$ cat config.mk
export PLATFORM = sky130hd
export DESIGN_NAME = dlpb_top
export DESIGN_NICKNAME = d
export VERILOG_FILES = /design/src/dlpb_pkg.sv /design/src/dlpb_irq_if.sv /design/src/dlpb_sync.sv /design/src/dlpb_irq.sv /design/src/dlpb_top.sv
export VERILOG_INCLUDE_DIRS = /design/src
export SDC_FILE = /design/constraint.sdc
export NUM_CORES = 2
export LEC_CHECK = 0
export BUFFER_PORTS_ARGS = -buffer_cell sky130_fd_sc_hd__buf_4
export CORE_MARGIN = 2
export CORE_UTILIZATION = 48
export CTS_BUF_LIST = sky130_fd_sc_hd__clkbuf_8
export CTS_CLUSTER_SIZE = 20
export DETAILED_ROUTE_END_ITERATION = 8
export HOLD_SLACK_MARGIN = 0.06
export PLACE_DENSITY = 0.72
export SETUP_SLACK_MARGIN = 0.3
export SYNTH_ARGS = -nofsm -noshare
export SYNTH_HDL_FRONTEND = slang
export SYNTH_SLANG_ARGS = --single-unit
$ cat constraint.sdc
create_clock -name sysClk -period 4.7 [get_ports sysClk]
set_input_delay 0.94 -clock sysClk [delete_from_list [all_inputs] [get_ports sysClk]]
set_output_delay 0.94 -clock sysClk [all_outputs]
set_load 0.05 [all_outputs]
$ cat src/dlpb_regs.svh
// Offsets, fields, reset values and counts of the down-link packet builder
// Included by the core and the bench; the package holds the types
// Behaviour
// - First cycle bits 15:11 carry packet type
// - Window codes 00110/01110; space field selects dense
// - Only one mailbox command outstanding anywhere
// - Any mask combination; set bit blocks byte
// - Mailbox cycle one forces bits 13:12 to 10
// - Cycle two: link number, zeros, byte mask
// - Cycles 3-4 address low first; 7-8 zero
// - Cycles 5-6 write quadword, low longword first
// - Return cycle one marks 01, zero fields
// - Return echoes the request tag in 31:24
// - Good parity on every return cycle
// - Return data longwords ascending from cycle two
// - Bit 23 of return flags an error
// - Read error logs, interrupts, one-cycle return
// - Up-link or internal errors send no return
// - Contiguous valid cycles; valid low ends packet
// - Odd parity over the 32 data lines
`ifndef DLPB_REGS_SVH
`define DLPB_REGS_SVH
`define DLPB_OFS_CMD 8'h00
`define DLPB_OFS_STAT 8'h04
`define DLPB_OFS_MBCMD 8'h08
`define DLPB_OFS_MBLINK 8'h0C
`define DLPB_OFS_ADRLO 8'h10
`define DLPB_OFS_ADRHI 8'h14
`define DLPB_OFS_WDLO 8'h18
`define DLPB_OFS_WDHI 8'h1C
`define DLPB_OFS_DMAHDR 8'h20
`define DLPB_OFS_DMADAT 8'h24
`define DLPB_OFS_ERRLOG 8'h28
`define DLPB_OFS_IRQSTAT 8'h30
`define DLPB_OFS_IRQCLR 8'h34
`define DLPB_OFS_IRQEN 8'h38
`define DLPB_CMD_MBOX 0
`define DLPB_CMD_DMA 1
`define DLPB_CMD_DERR 2
`define DLPB_CMD_IERR 3
`define DLPB_MBOX_MARK 2'h2
`define DLPB_DMA_MARK 2'h1
`define DLPB_LEN_LW 3'h1
`define DLPB_LEN_QW 3'h2
`define DLPB_LEN_OW 3'h3
`define DLPB_LEN_HW 3'h0
`define DLPB_LEN_DHW 3'h4
`define DLPB_CYC_OW 5'h05
`define DLPB_CYC_HW 5'h09
`define DLPB_CYC_DHW 5'h11
`define DLPB_CYC_MBOX 5'h08
`define DLPB_CYC_ERR 5'h01
`define DLPB_RST_WORD 32'h0000_0000
`endif

$ cat src/dlpb_pkg.sv
// Types shared by the down-link packet builder
// Assumes nothing beyond a SystemVerilog compiler
package dlpb_pkg;
  // Sequencer states
  typedef enum logic [0:0] {DLPB_IDLE = 1'b0, DLPB_SEND = 1'b1} dlpb_state_t;
  // Packet kinds
  typedef enum logic [1:0] {DLPB_MBOX = 2'b00, DLPB_DMA = 2'b01, DLPB_DERR = 2'b10} dlpb_kind_t;
endpackage

$ cat src/dlpb_irq_if.sv
// Carrier between the core and its interrupt unit
// Assumes both ends on sys_clk
`timescale 1ns/1ps
`default_nettype none
interface dlpb_irq_if;
  logic [3:0] events; // One-cycle event pulses
  logic [3:0] clear; // One-cycle clear pulses
  logic [3:0] enable; // Enable register
  logic [3:0] status; // Sticky status
  logic line; // Interrupt level
  modport core (output events, output clear, output enable, input status, input line);
  modport unit (input events, input clear, input enable, output status, output line);
endinterface
`default_nettype wire

$ cat src/dlpb_sync.sv
// Two-stage synchroniser with rising-edge detect
// Assumes an input from outside the sys_clk domain
`timescale 1ns/1ps
`default_nettype none
module dlpb_sync (
  input wire logic sysClk,
  input wire logic arstN,
  input wire logic asyncIn,
  output logic riseOut
);
  logic s1_q; // First stage, read only by s2
  logic s2_q; // Second stage
  logic s3_q; // Edge history
  // Shift chain
  always_ff @(posedge sysClk or negedge arstN) begin
    if (!arstN) begin
      s1_q <= 1'b0;
      s2_q <= 1'b0;
      s3_q <= 1'b0;
    end else begin
      s1_q <= asyncIn;
      s2_q <= s1_q;
      s3_q <= s2_q;
    end
  end
  // Rising edge from settled stages
  assign riseOut = s2_q & ~s3_q;
endmodule
`default_nettype wire

$ cat src/dlpb_irq.sv
// Sticky interrupt status with enable and write-one clear
// Assumes event and clear pulses on sys_clk
`timescale 1ns/1ps
`default_nettype none
module dlpb_irq (
  input wire logic sysClk,
  input wire logic arstN,
  dlpb_irq_if.unit bus
);
  logic [3:0] status_q; // Sticky bits
  logic line_q; // Interrupt level
  // Set wins over clear
  always_ff @(posedge sysClk or negedge arstN) begin
    if (!arstN) begin
      status_q <= 4'h0;
    end else begin
      status_q <= (status_q & ~bus.clear) | bus.events;
    end
  end
  // Level output from a flop
  always_ff @(posedge sysClk or negedge arstN) begin
    if (!arstN) begin
      line_q <= 1'b0;
    end else begin
      line_q <= |(status_q & bus.enable);
    end
  end
  assign bus.status = status_q;
  assign bus.line = line_q;
endmodule
`default_nettype wire

$ cat src/dlpb_top.sv
// Down-link packet builder: mailbox, read-return and error packets
// Assumes classic Wishbone on sys_clk and a free link clock input
//
// Local design decisions: register access over Wishbone and the address map.
`timescale 1ns/1ps
`default_nettype none
`include "dlpb_regs.svh"
module dlpb_top
  import dlpb_pkg::*;
(
  input wire logic sysClk,
  input wire logic arstN,
  input wire logic wbCyc,
  input wire logic wbStb,
  input wire logic wbWe,
  input wire logic [7:0] wbAdr,
  input wire logic [3:0] wbSel,
  input wire logic [31:0] wbDatIn,
  output logic [31:0] wbDatOut,
  output logic wbAck,
  input wire logic downClkIn,
  input wire logic mboxStatusReturn,
  output logic [31:0] downDataLines,
  output logic downParityLine,
  output logic downValidStrobe,
  output logic irqLine
);
  // Byte-lane merge for register writes
  function automatic logic [31:0] selMerge(input logic [31:0] old,
      input logic [31:0] nw, input logic [3:0] sel);
    for (int b = 0; b < 4; b++) begin
      selMerge[b*8 +: 8] = sel[b] ? nw[b*8 +: 8] : old[b*8 +: 8];
    end
  endfunction

  // Cycles of a read return, zero for an unknown code
  function automatic logic [4:0] lenCycles(input logic [2:0] len);
    unique case (len)
      `DLPB_LEN_LW, `DLPB_LEN_QW, `DLPB_LEN_OW: lenCycles = `DLPB_CYC_OW;
      `DLPB_LEN_HW: lenCycles = `DLPB_CYC_HW;
      `DLPB_LEN_DHW: lenCycles = `DLPB_CYC_DHW;
      default: lenCycles = 5'h00;
    endcase
  endfunction

  // Read-return header word
  function automatic logic [31:0] retHeader(input logic [7:0] tag,
      input logic err, input logic [2:0] len);
    retHeader = {tag, err, 9'h000, `DLPB_DMA_MARK, 1'b0, len, 8'h00};
  endfunction

  // Bus slave state
  logic ack_q; // Answer flop
  logic [31:0] rdat_q; // Read data flop
  logic access; // New request this cycle
  logic wrEn; // New write this cycle
  logic [31:0] rd; // Read mux
  // Software registers
  logic [31:0] mbCmd_q; // Remote-bus command
  logic [15:0] mbLink_q; // Link number and mask
  logic [31:0] adrLo_q; // Target address low
  logic [31:0] adrHi_q; // Target address high
  logic [31:0] wdLo_q; // Write data low
  logic [31:0] wdHi_q; // Write data high
  logic [10:0] dmaHdr_q; // Length code and tag
  logic [31:0] dataBuf_q [16]; // Return data longwords
  logic [3:0] wrIdx_q; // Next buffer slot
  logic [3:0] irqEn_q; // Interrupt enables
  logic [9:0] errLog_q; // Error log
  // Sequencer state
  dlpb_state_t state_q; // Idle or sending
  dlpb_kind_t kind_q; // Packet being sent
  logic [4:0] idx_q; // Next word index
  logic [4:0] cnt_q; // Words in packet
  logic mbOut_q; // Mailbox outstanding
  logic [4:0] sentIdx_q; // Index of word on lines
  // Output flops
  logic [31:0] data_q; // Link data
  logic par_q; // Link parity
  logic valid_q; // Link valid
  // Command decode
  logic cmdHit; // Command register written
  logic goMbox; // Mailbox requested
  logic goDma; // Read return requested
  logic goDerr; // Data-path read error
  logic goIerr; // Up-link or internal error
  logic idle; // Sequencer free
  logic takeMbox; // Mailbox accepted
  logic takeDma; // Return accepted
  logic takeDerr; // Error return accepted
  logic refused; // Request dropped
  logic linkRise; // Link clock edge
  logic lastWord; // Packet finished at edge
  logic [31:0] curWord; // Word for this index
  dlpb_irq_if irqBus ();

  // Link clock edge finder
  dlpb_sync linkSync (
    .sysClk(sysClk),
    .arstN(arstN),
    .asyncIn(downClkIn),
    .riseOut(linkRise)
  );

  // Interrupt unit
  dlpb_irq irqUnit (
    .sysClk(sysClk),
    .arstN(arstN),
    .bus(irqBus)
  );

  assign access = wbCyc & wbStb & ~ack_q;
  assign wrEn = access & wbWe;
  assign cmdHit = wrEn & (wbAdr == `DLPB_OFS_CMD) & wbSel[0];
  assign goMbox = cmdHit & wbDatIn[`DLPB_CMD_MBOX];
  assign goDma = cmdHit & wbDatIn[`DLPB_CMD_DMA];
  assign goDerr = cmdHit & wbDatIn[`DLPB_CMD_DERR];
  assign goIerr = cmdHit & wbDatIn[`DLPB_CMD_IERR];
  assign idle = (state_q == DLPB_IDLE);
  // Mailbox first, then return, then error return
  assign takeMbox = goMbox & idle & ~mbOut_q;
  assign takeDma = goDma & idle & ~goMbox & (lenCycles(dmaHdr_q[10:8]) != 5'h00);
  assign takeDerr = goDerr & idle & ~goMbox & ~goDma;
  assign refused = (goMbox | goDma | goDerr) & ~(takeMbox | takeDma | takeDerr);
  assign lastWord = (state_q == DLPB_SEND) & linkRise & (idx_q == cnt_q);

  // Interrupt hookup
  assign irqBus.events = {refused, goDerr | goIerr, mboxStatusReturn & mbOut_q, lastWord};
  assign irqBus.clear = (wrEn && wbAdr == `DLPB_OFS_IRQCLR && wbSel[0]) ? wbDatIn[3:0] : 4'h0;
  assign irqBus.enable = irqEn_q;
  assign irqLine = irqBus.line;

  // Bus answer, one cycle after the request
  always_ff @(posedge sysClk or negedge arstN) begin
    if (!arstN) begin
      ack_q <= 1'b0;
    end else begin
      ack_q <= access;
    end
  end

  // Read data captured with the answer
  always_ff @(posedge sysClk or negedge arstN) begin
    if (!arstN) begin
      rdat_q <= `DLPB_RST_WORD;
    end else if (access & ~wbWe) begin
      rdat_q <= rd;
    end
  end

  // Read mux; unmapped and write-only read zero
  always_comb begin
    rd = 32'h0000_0000;
    unique case (wbAdr)
      `DLPB_OFS_STAT: rd = {26'h0, wrIdx_q, mbOut_q, ~idle};
      `DLPB_OFS_MBCMD: rd = mbCmd_q;
      `DLPB_OFS_MBLINK: rd = {16'h0000, mbLink_q};
      `DLPB_OFS_ADRLO: rd = adrLo_q;
      `DLPB_OFS_ADRHI: rd = adrHi_q;
      `DLPB_OFS_WDLO: rd = wdLo_q;
      `DLPB_OFS_WDHI: rd = wdHi_q;
      `DLPB_OFS_DMAHDR: rd = {21'h0, dmaHdr_q};
      `DLPB_OFS_ERRLOG: rd = {22'h0, errLog_q};
      `DLPB_OFS_IRQSTAT: rd = {28'h0, irqBus.status};
      `DLPB_OFS_IRQEN: rd = {28'h0, irqEn_q};
      default: rd = 32'h0000_0000;
    endcase
  end

  // Mailbox, return and interrupt-enable registers
  always_ff @(posedge sysClk or negedge arstN) begin
    if (!arstN) begin
      mbCmd_q <= `DLPB_RST_WORD;
      mbLink_q <= 16'h0000;
      adrLo_q <= `DLPB_RST_WORD;
      adrHi_q <= `DLPB_RST_WORD;
      wdLo_q <= `DLPB_RST_WORD;
      wdHi_q <= `DLPB_RST_WORD;
      dmaHdr_q <= 11'h000;
      irqEn_q <= 4'h0;
    end else if (wrEn) begin
      unique case (wbAdr)
        `DLPB_OFS_MBCMD: mbCmd_q <= selMerge(mbCmd_q, wbDatIn, wbSel);
        `DLPB_OFS_MBLINK: mbLink_q <= 16'(selMerge({16'h0000, mbLink_q}, wbDatIn, wbSel));
        `DLPB_OFS_ADRLO: adrLo_q <= selMerge(adrLo_q, wbDatIn, wbSel);
        `DLPB_OFS_ADRHI: adrHi_q <= selMerge(adrHi_q, wbDatIn, wbSel);
        `DLPB_OFS_WDLO: wdLo_q <= selMerge(wdLo_q, wbDatIn, wbSel);
        `DLPB_OFS_WDHI: wdHi_q <= selMerge(wdHi_q, wbDatIn, wbSel);
        `DLPB_OFS_DMAHDR: dmaHdr_q <= 11'(selMerge({21'h0, dmaHdr_q}, wbDatIn, wbSel));
        `DLPB_OFS_IRQEN: irqEn_q <= wbSel[0] ? wbDatIn[3:0] : irqEn_q;
        default: irqEn_q <= irqEn_q;
      endcase
    end
  end

  // Return data buffer, filled in ascending order
  always_ff @(posedge sysClk or negedge arstN) begin
    if (!arstN) begin
      wrIdx_q <= 4'h0;
      for (int i = 0; i < 16; i++) begin
        dataBuf_q[i] <= `DLPB_RST_WORD;
      end
    end else if (wrEn && wbAdr == `DLPB_OFS_DMADAT) begin
      dataBuf_q[wrIdx_q] <= selMerge(dataBuf_q[wrIdx_q], wbDatIn, wbSel);
      wrIdx_q <= wrIdx_q + 4'h1;
    end else if (takeDma) begin
      wrIdx_q <= 4'h0;
    end
  end

  // Error log: tag and source of the last data-path or internal error
  always_ff @(posedge sysClk or negedge arstN) begin
    if (!arstN) begin
      errLog_q <= 10'h000;
    end else if (goDerr) begin
      errLog_q <= {1'b0, 1'b1, dmaHdr_q[7:0]};
    end else if (goIerr) begin
      errLog_q <= {1'b1, 1'b0, dmaHdr_q[7:0]};
    end
  end

  // One mailbox outstanding until its status comes back
  always_ff @(posedge sysClk or negedge arstN) begin
    if (!arstN) begin
      mbOut_q <= 1'b0;
    end else if (takeMbox) begin
      mbOut_q <= 1'b1;
    end else if (mboxStatusReturn) begin
      mbOut_q <= 1'b0;
    end
  end

  // Packet sequencer
  always_ff @(posedge sysClk or negedge arstN) begin
    if (!arstN) begin
      state_q <= DLPB_IDLE;
      kind_q <= DLPB_MBOX;
      idx_q <= 5'h00;
      cnt_q <= 5'h00;
    end else begin
      unique case (state_q)
        DLPB_IDLE: begin
          idx_q <= 5'h00;
          if (takeMbox) begin
            state_q <= DLPB_SEND;
            kind_q <= DLPB_MBOX;
            cnt_q <= `DLPB_CYC_MBOX;
          end else if (takeDma) begin
            state_q <= DLPB_SEND;
            kind_q <= DLPB_DMA;
            cnt_q <= lenCycles(dmaHdr_q[10:8]);
          end else if (takeDerr) begin
            state_q <= DLPB_SEND;
            kind_q <= DLPB_DERR;
            cnt_q <= `DLPB_CYC_ERR;
          end
        end
        DLPB_SEND: begin
          // One word per link edge, no gaps
          if (lastWord) begin
            state_q <= DLPB_IDLE;
          end else if (linkRise) begin
            idx_q <= idx_q + 5'h01;
          end
        end
      endcase
    end
  end

  // Word for the current index
  always_comb begin
    curWord = 32'h0000_0000;
    if (kind_q == DLPB_MBOX) begin
      unique case (idx_q)
        5'h00: curWord = {mbCmd_q[31:14], `DLPB_MBOX_MARK, mbCmd_q[11:0]};
        5'h01: curWord = {mbLink_q[15:8], 16'h0000, mbLink_q[7:0]};
        5'h02: curWord = adrLo_q;
        5'h03: curWord = adrHi_q;
        5'h04: curWord = wdLo_q;
        5'h05: curWord = wdHi_q;
        default: curWord = 32'h0000_0000;
      endcase
    end else if (idx_q == 5'h00) begin
      curWord = retHeader(dmaHdr_q[7:0], kind_q == DLPB_DERR, dmaHdr_q[10:8]);
    end else begin
      curWord = dataBuf_q[4'(idx_q - 5'h01)];
    end
  end

  // Link output flops, changed only at link edges
  always_ff @(posedge sysClk or negedge arstN) begin
    if (!arstN) begin
      data_q <= `DLPB_RST_WORD;
      par_q <= 1'b1;
      valid_q <= 1'b0;
      sentIdx_q <= 5'h00;
    end else if (state_q == DLPB_SEND && linkRise) begin
      if (idx_q == cnt_q) begin
        valid_q <= 1'b0;
      end else begin
        data_q <= curWord;
        par_q <= ~^curWord;
        valid_q <= 1'b1;
        sentIdx_q <= idx_q;
      end
    end
  end

  assign wbAck = ack_q;
  assign wbDatOut = rdat_q;
  assign downDataLines = data_q;
  assign downParityLine = par_q;
  assign downValidStrobe = valid_q;
endmodule
`default_nettype wire

==> impl_results.md <==
* Area of all placed cells without fillers at ~45000 µm²
* Skew final at roughly 26 ps
* Min setup slack post-route at about 450 ps
* Clock transition at the register clock pins on the worst setup and hold paths after CTS at around 60 ps
* CTS sink cnt at 805
* Class of the worst hold path: primary input to asynchronous set/reset pin
* Average detailed-routed wire length per instance at about 26 µm
* Number of standard-cell rows in the floorplan at roughly 110
* Required time at the worst-slack endpoint at roughly 5400 ps
* Maximum achievable frequency at 0.236 GHz
* Vias in the first global route at 29800
* End of the worst register-to-register path: downParityLine
* Critical register-to-register path startpoint: idx_q[1]
* Minimum period implied by the final worst setup slack at approximately 4200 ps
* Highest ir drop seen on vdd at between 0.15 and 0.2 mV
* Critical-path top delay cell: sky130_fd_sc_hd__ha_4
* Leading cell type in the layout, fill and taps excluded: sky130_fd_sc_hd__dfrtp_1
* Core utilization of the finished layout at roughly 55%
* Fill count at between 6000 and 7000
* FF-to-FF setup slack at approximately 450 ps
* Die X-Extent at 292 µm
* Arr. time, crit path at around 5000 ps
* Final setup violation count at 0
* Routed via count divided by cell count at approximately 6.4
* Cts hold-fix bufs at 0
* Setup Crit Path Kind: register to register
* Nature of the critical path endpoint: register
* Static leakage power at between 15 and 20 nW
* Post-CTS setup repair buffer count at 0
* Dominant delay contributor by cell family on the critical path: XOR/XNOR gates
* Most frequently used flop master after synthesis: sky130_fd_sc_hd__dfrtp_1
* Layout cells sized above 1 at 26.4%
* Number of vias in the routed layout at approximately 30000
* Number of routed nets with antenna violations at 0
* Setup repair after global routing missed its margin: no
* Cell variety after synth at 62
* First-pass GRT wire length at roughly 190 mm
* Placement Cell Area at 42200 µm²
* Full die area at between 80000 and 90000 µm²
* CP Max Fanout at 53
* Initial Util at 48.5%
* Outcome: completed
* Cell breakdown of the critical path: inv_1 > ha_4 > buf_12 > mux4_2 > mux2i_1 > o22ai_1 > a21oi_1 > xor2_1 > xnor2_1 > xnor2_1 > xnor3_1 > xnor3_1 > o21ai_1
* Vert. Die Dim at 292 µm
* Number of nets in the layout at 3549
* Clock Tree Buf Depth at 3
* Sequential element share of the synthesized area at between 50% and 60%
* Area grow syn2layout at 12.3%
* Max-cap viol count at 0
* Setup Total Neg Slack at 0 ps
* CTS tree: yes
* Total area of multi-input combinational cells at approximately 19000 µm²
* Per-instance average area after synthesis at around 12 µm²
* Area share of the largest cell type after synthesis at about half
* Number of flops mapped to enable cells by yosys at 0
* H-tree levels at 4
* Post-synthesis async set-or-reset flop share at 100%
* Final period util at roughly nine tenths
* Longest individual stage delay on the worst path at 600 ps
* Total nets after synthesis at approximately 3500
* Total I/O pin count at 119
* Detailed Place HPWL at about 76 mm
* GPL Wtd Cong at between 0.9 and 1
* Number of instances in the synthesized netlist at about 3400
* Slew HR at between 20% and 30%
* Leading cell types in the layout, fill and taps excluded: sky130_fd_sc_hd__dfrtp_1 (799), sky130_fd_sc_hd__nand2_1 (688), sky130_fd_sc_hd__o21ai_0 (548)
* Worst-Margin Slew at between 1000 and 1500 ps
* Final count of hold timing violations at 0
* Power Density at 337 nW/µm²
* Synthesized cell area at roughly 40000 µm²
* Count of final max-slew check failures at 0
* Core Region at 82100 µm²
* Latest clock arrival within the worst-skew pair at roughly 800 ps
* Total CTS buffers at roughly 140
* Ys Warns at 0
* DR DRC count at 0
* Clk Tree Root Cell: sky130_fd_sc_hd__clkbuf_8
* Count of instances resized after the clock tree is built at 0
* Final wirelength at 121 mm
* DR pass1 iterations at 8
* Total Routing Usage GR at roughly 29%
* Antenna violations before repair at 6
* First-iteration detailed-routing DRC count at roughly 3600
* Overflow left after global routing at 0
* Worst-case setup slack after placement at about 560 ps
* Pin count of the biggest net entering global routing at about 120
* Element type at the critical path start: register
* Number of buffer cells added on primary ports at between 100 and 150
* Flip-flop and latch area at about 20000 µm²
* Number of storage elements in the synthesis netlist at 805
* Number of buffer and inverter instances along the worst setup path at 2
* Worst r2r path cells at 13
* Cell type with the largest total area after synthesis: sky130_fd_sc_hd__dfrtp_1
* Ranking of synthesized cells by area: sky130_fd_sc_hd__dfrtp_1 (50%), sky130_fd_sc_hd__mux4_2 (16%), sky130_fd_sc_hd__o21ai_0 (6.9%)
## power by group
group / switching, mW / total, mW / internal [mW]
clock: 2.84 / 6.04 / 3.21
sequential: 0.106 / 7.14 / 7.03
combinational: 1.28 / 1.91 / 0.625
total: 4.23 / 15.1 / 10.9
## cells in the mapped netlist (all sizes together), types with 38 or more instances
cell type	number
a221oi	40
a22oi	70
mux2	203
mux4	296
dfrtp	804
nand2	704
nand3	54
clkbuf	216
o21ai	550
buf	67
nor2	54
mux2i	54
a21oi	38
## kinds of logic (layout without fill, tap and decap cells)
kind of cell,Yosys count,in the layout,synth area share (%)
and+or+nand+nor,864,864,8.72
AOI/OAI and AO/OA,829,829,12.3
DFF,805,805,50.6
muxes,553,553,24.0
buffers and inverters,291,481,3.18
xor gates and xnor gates,41,41,1.02
adders and majority gates,8,8,0.251
other,0,2,0
## routing by layer
| metal | GRT usage (%) | vias to the layer above | share of wire, % |
|---|---|---|---|
| li1 | - | 12700 | - |
| met1 | 38.1 | 15200 | 39 |
| met2 | 44.3 | 1648 | 46 |
| met3 | 8.24 | 374 | 10 |
| met4 | 12.9 | 8 | 4.6 |
| met5 | 0 | - | 0.046 |
## layout make-up
| type | instances | area share, % |
|---|---|---|
| sequential | 805 | 45.0 |
| multi-input combinational | 2295 | 41.6 |
| clock buffer | 165 | 5.07 |
| timing repair buffer | 246 | 4.59 |
| tap | 1070 | 2.99 |
| clock inverter | 63 | 0.679 |
| inverter | 7 | 0.0587 |
| antenna | 2 | 0.0112 |
## registers in the layout (all words and copies together), names as in the netlist, 32 cells and up
signal         flops
dataBuf_q        512
adrLo_q           32
wdLo_q            32
downDataLines     32
wdHi_q            32
wbDatOut          32
mbCmd_q           32
adrHi_q           32
## per-stage QoR
stage | power [mW] | hold slack (ps) | instances
5_1_grt | 15.6 | 98.8 | 4653
2_1_floorplan | 8.41 | 331 | 3391
4_1_cts | 15.1 | 70.3 | 4651
3_5_place_dp | 9.16 | 337 | 4423
3_3_place_gp | 9.15 | 336 | 4423
6_report | 15.1 | 109 | 4653
## worst max-delay path by stage
stage | cells past startpoint | start | end | slack, ps
6_report | 13 | idx_q[1] | downParityLine | 450
3_5_place_dp | 13 | idx_q[1] | downParityLine | 560
5_1_grt | 13 | idx_q[1] | downParityLine | 320
2_1_floorplan | 19 | idx_q[0] | downParityLine | 300
3_3_place_gp | 14 | idx_q[1] | downParityLine | 610
4_1_cts | 13 | idx_q[1] | downParityLine | 530
Note: power is estimated with default switching activity, not from simulation.
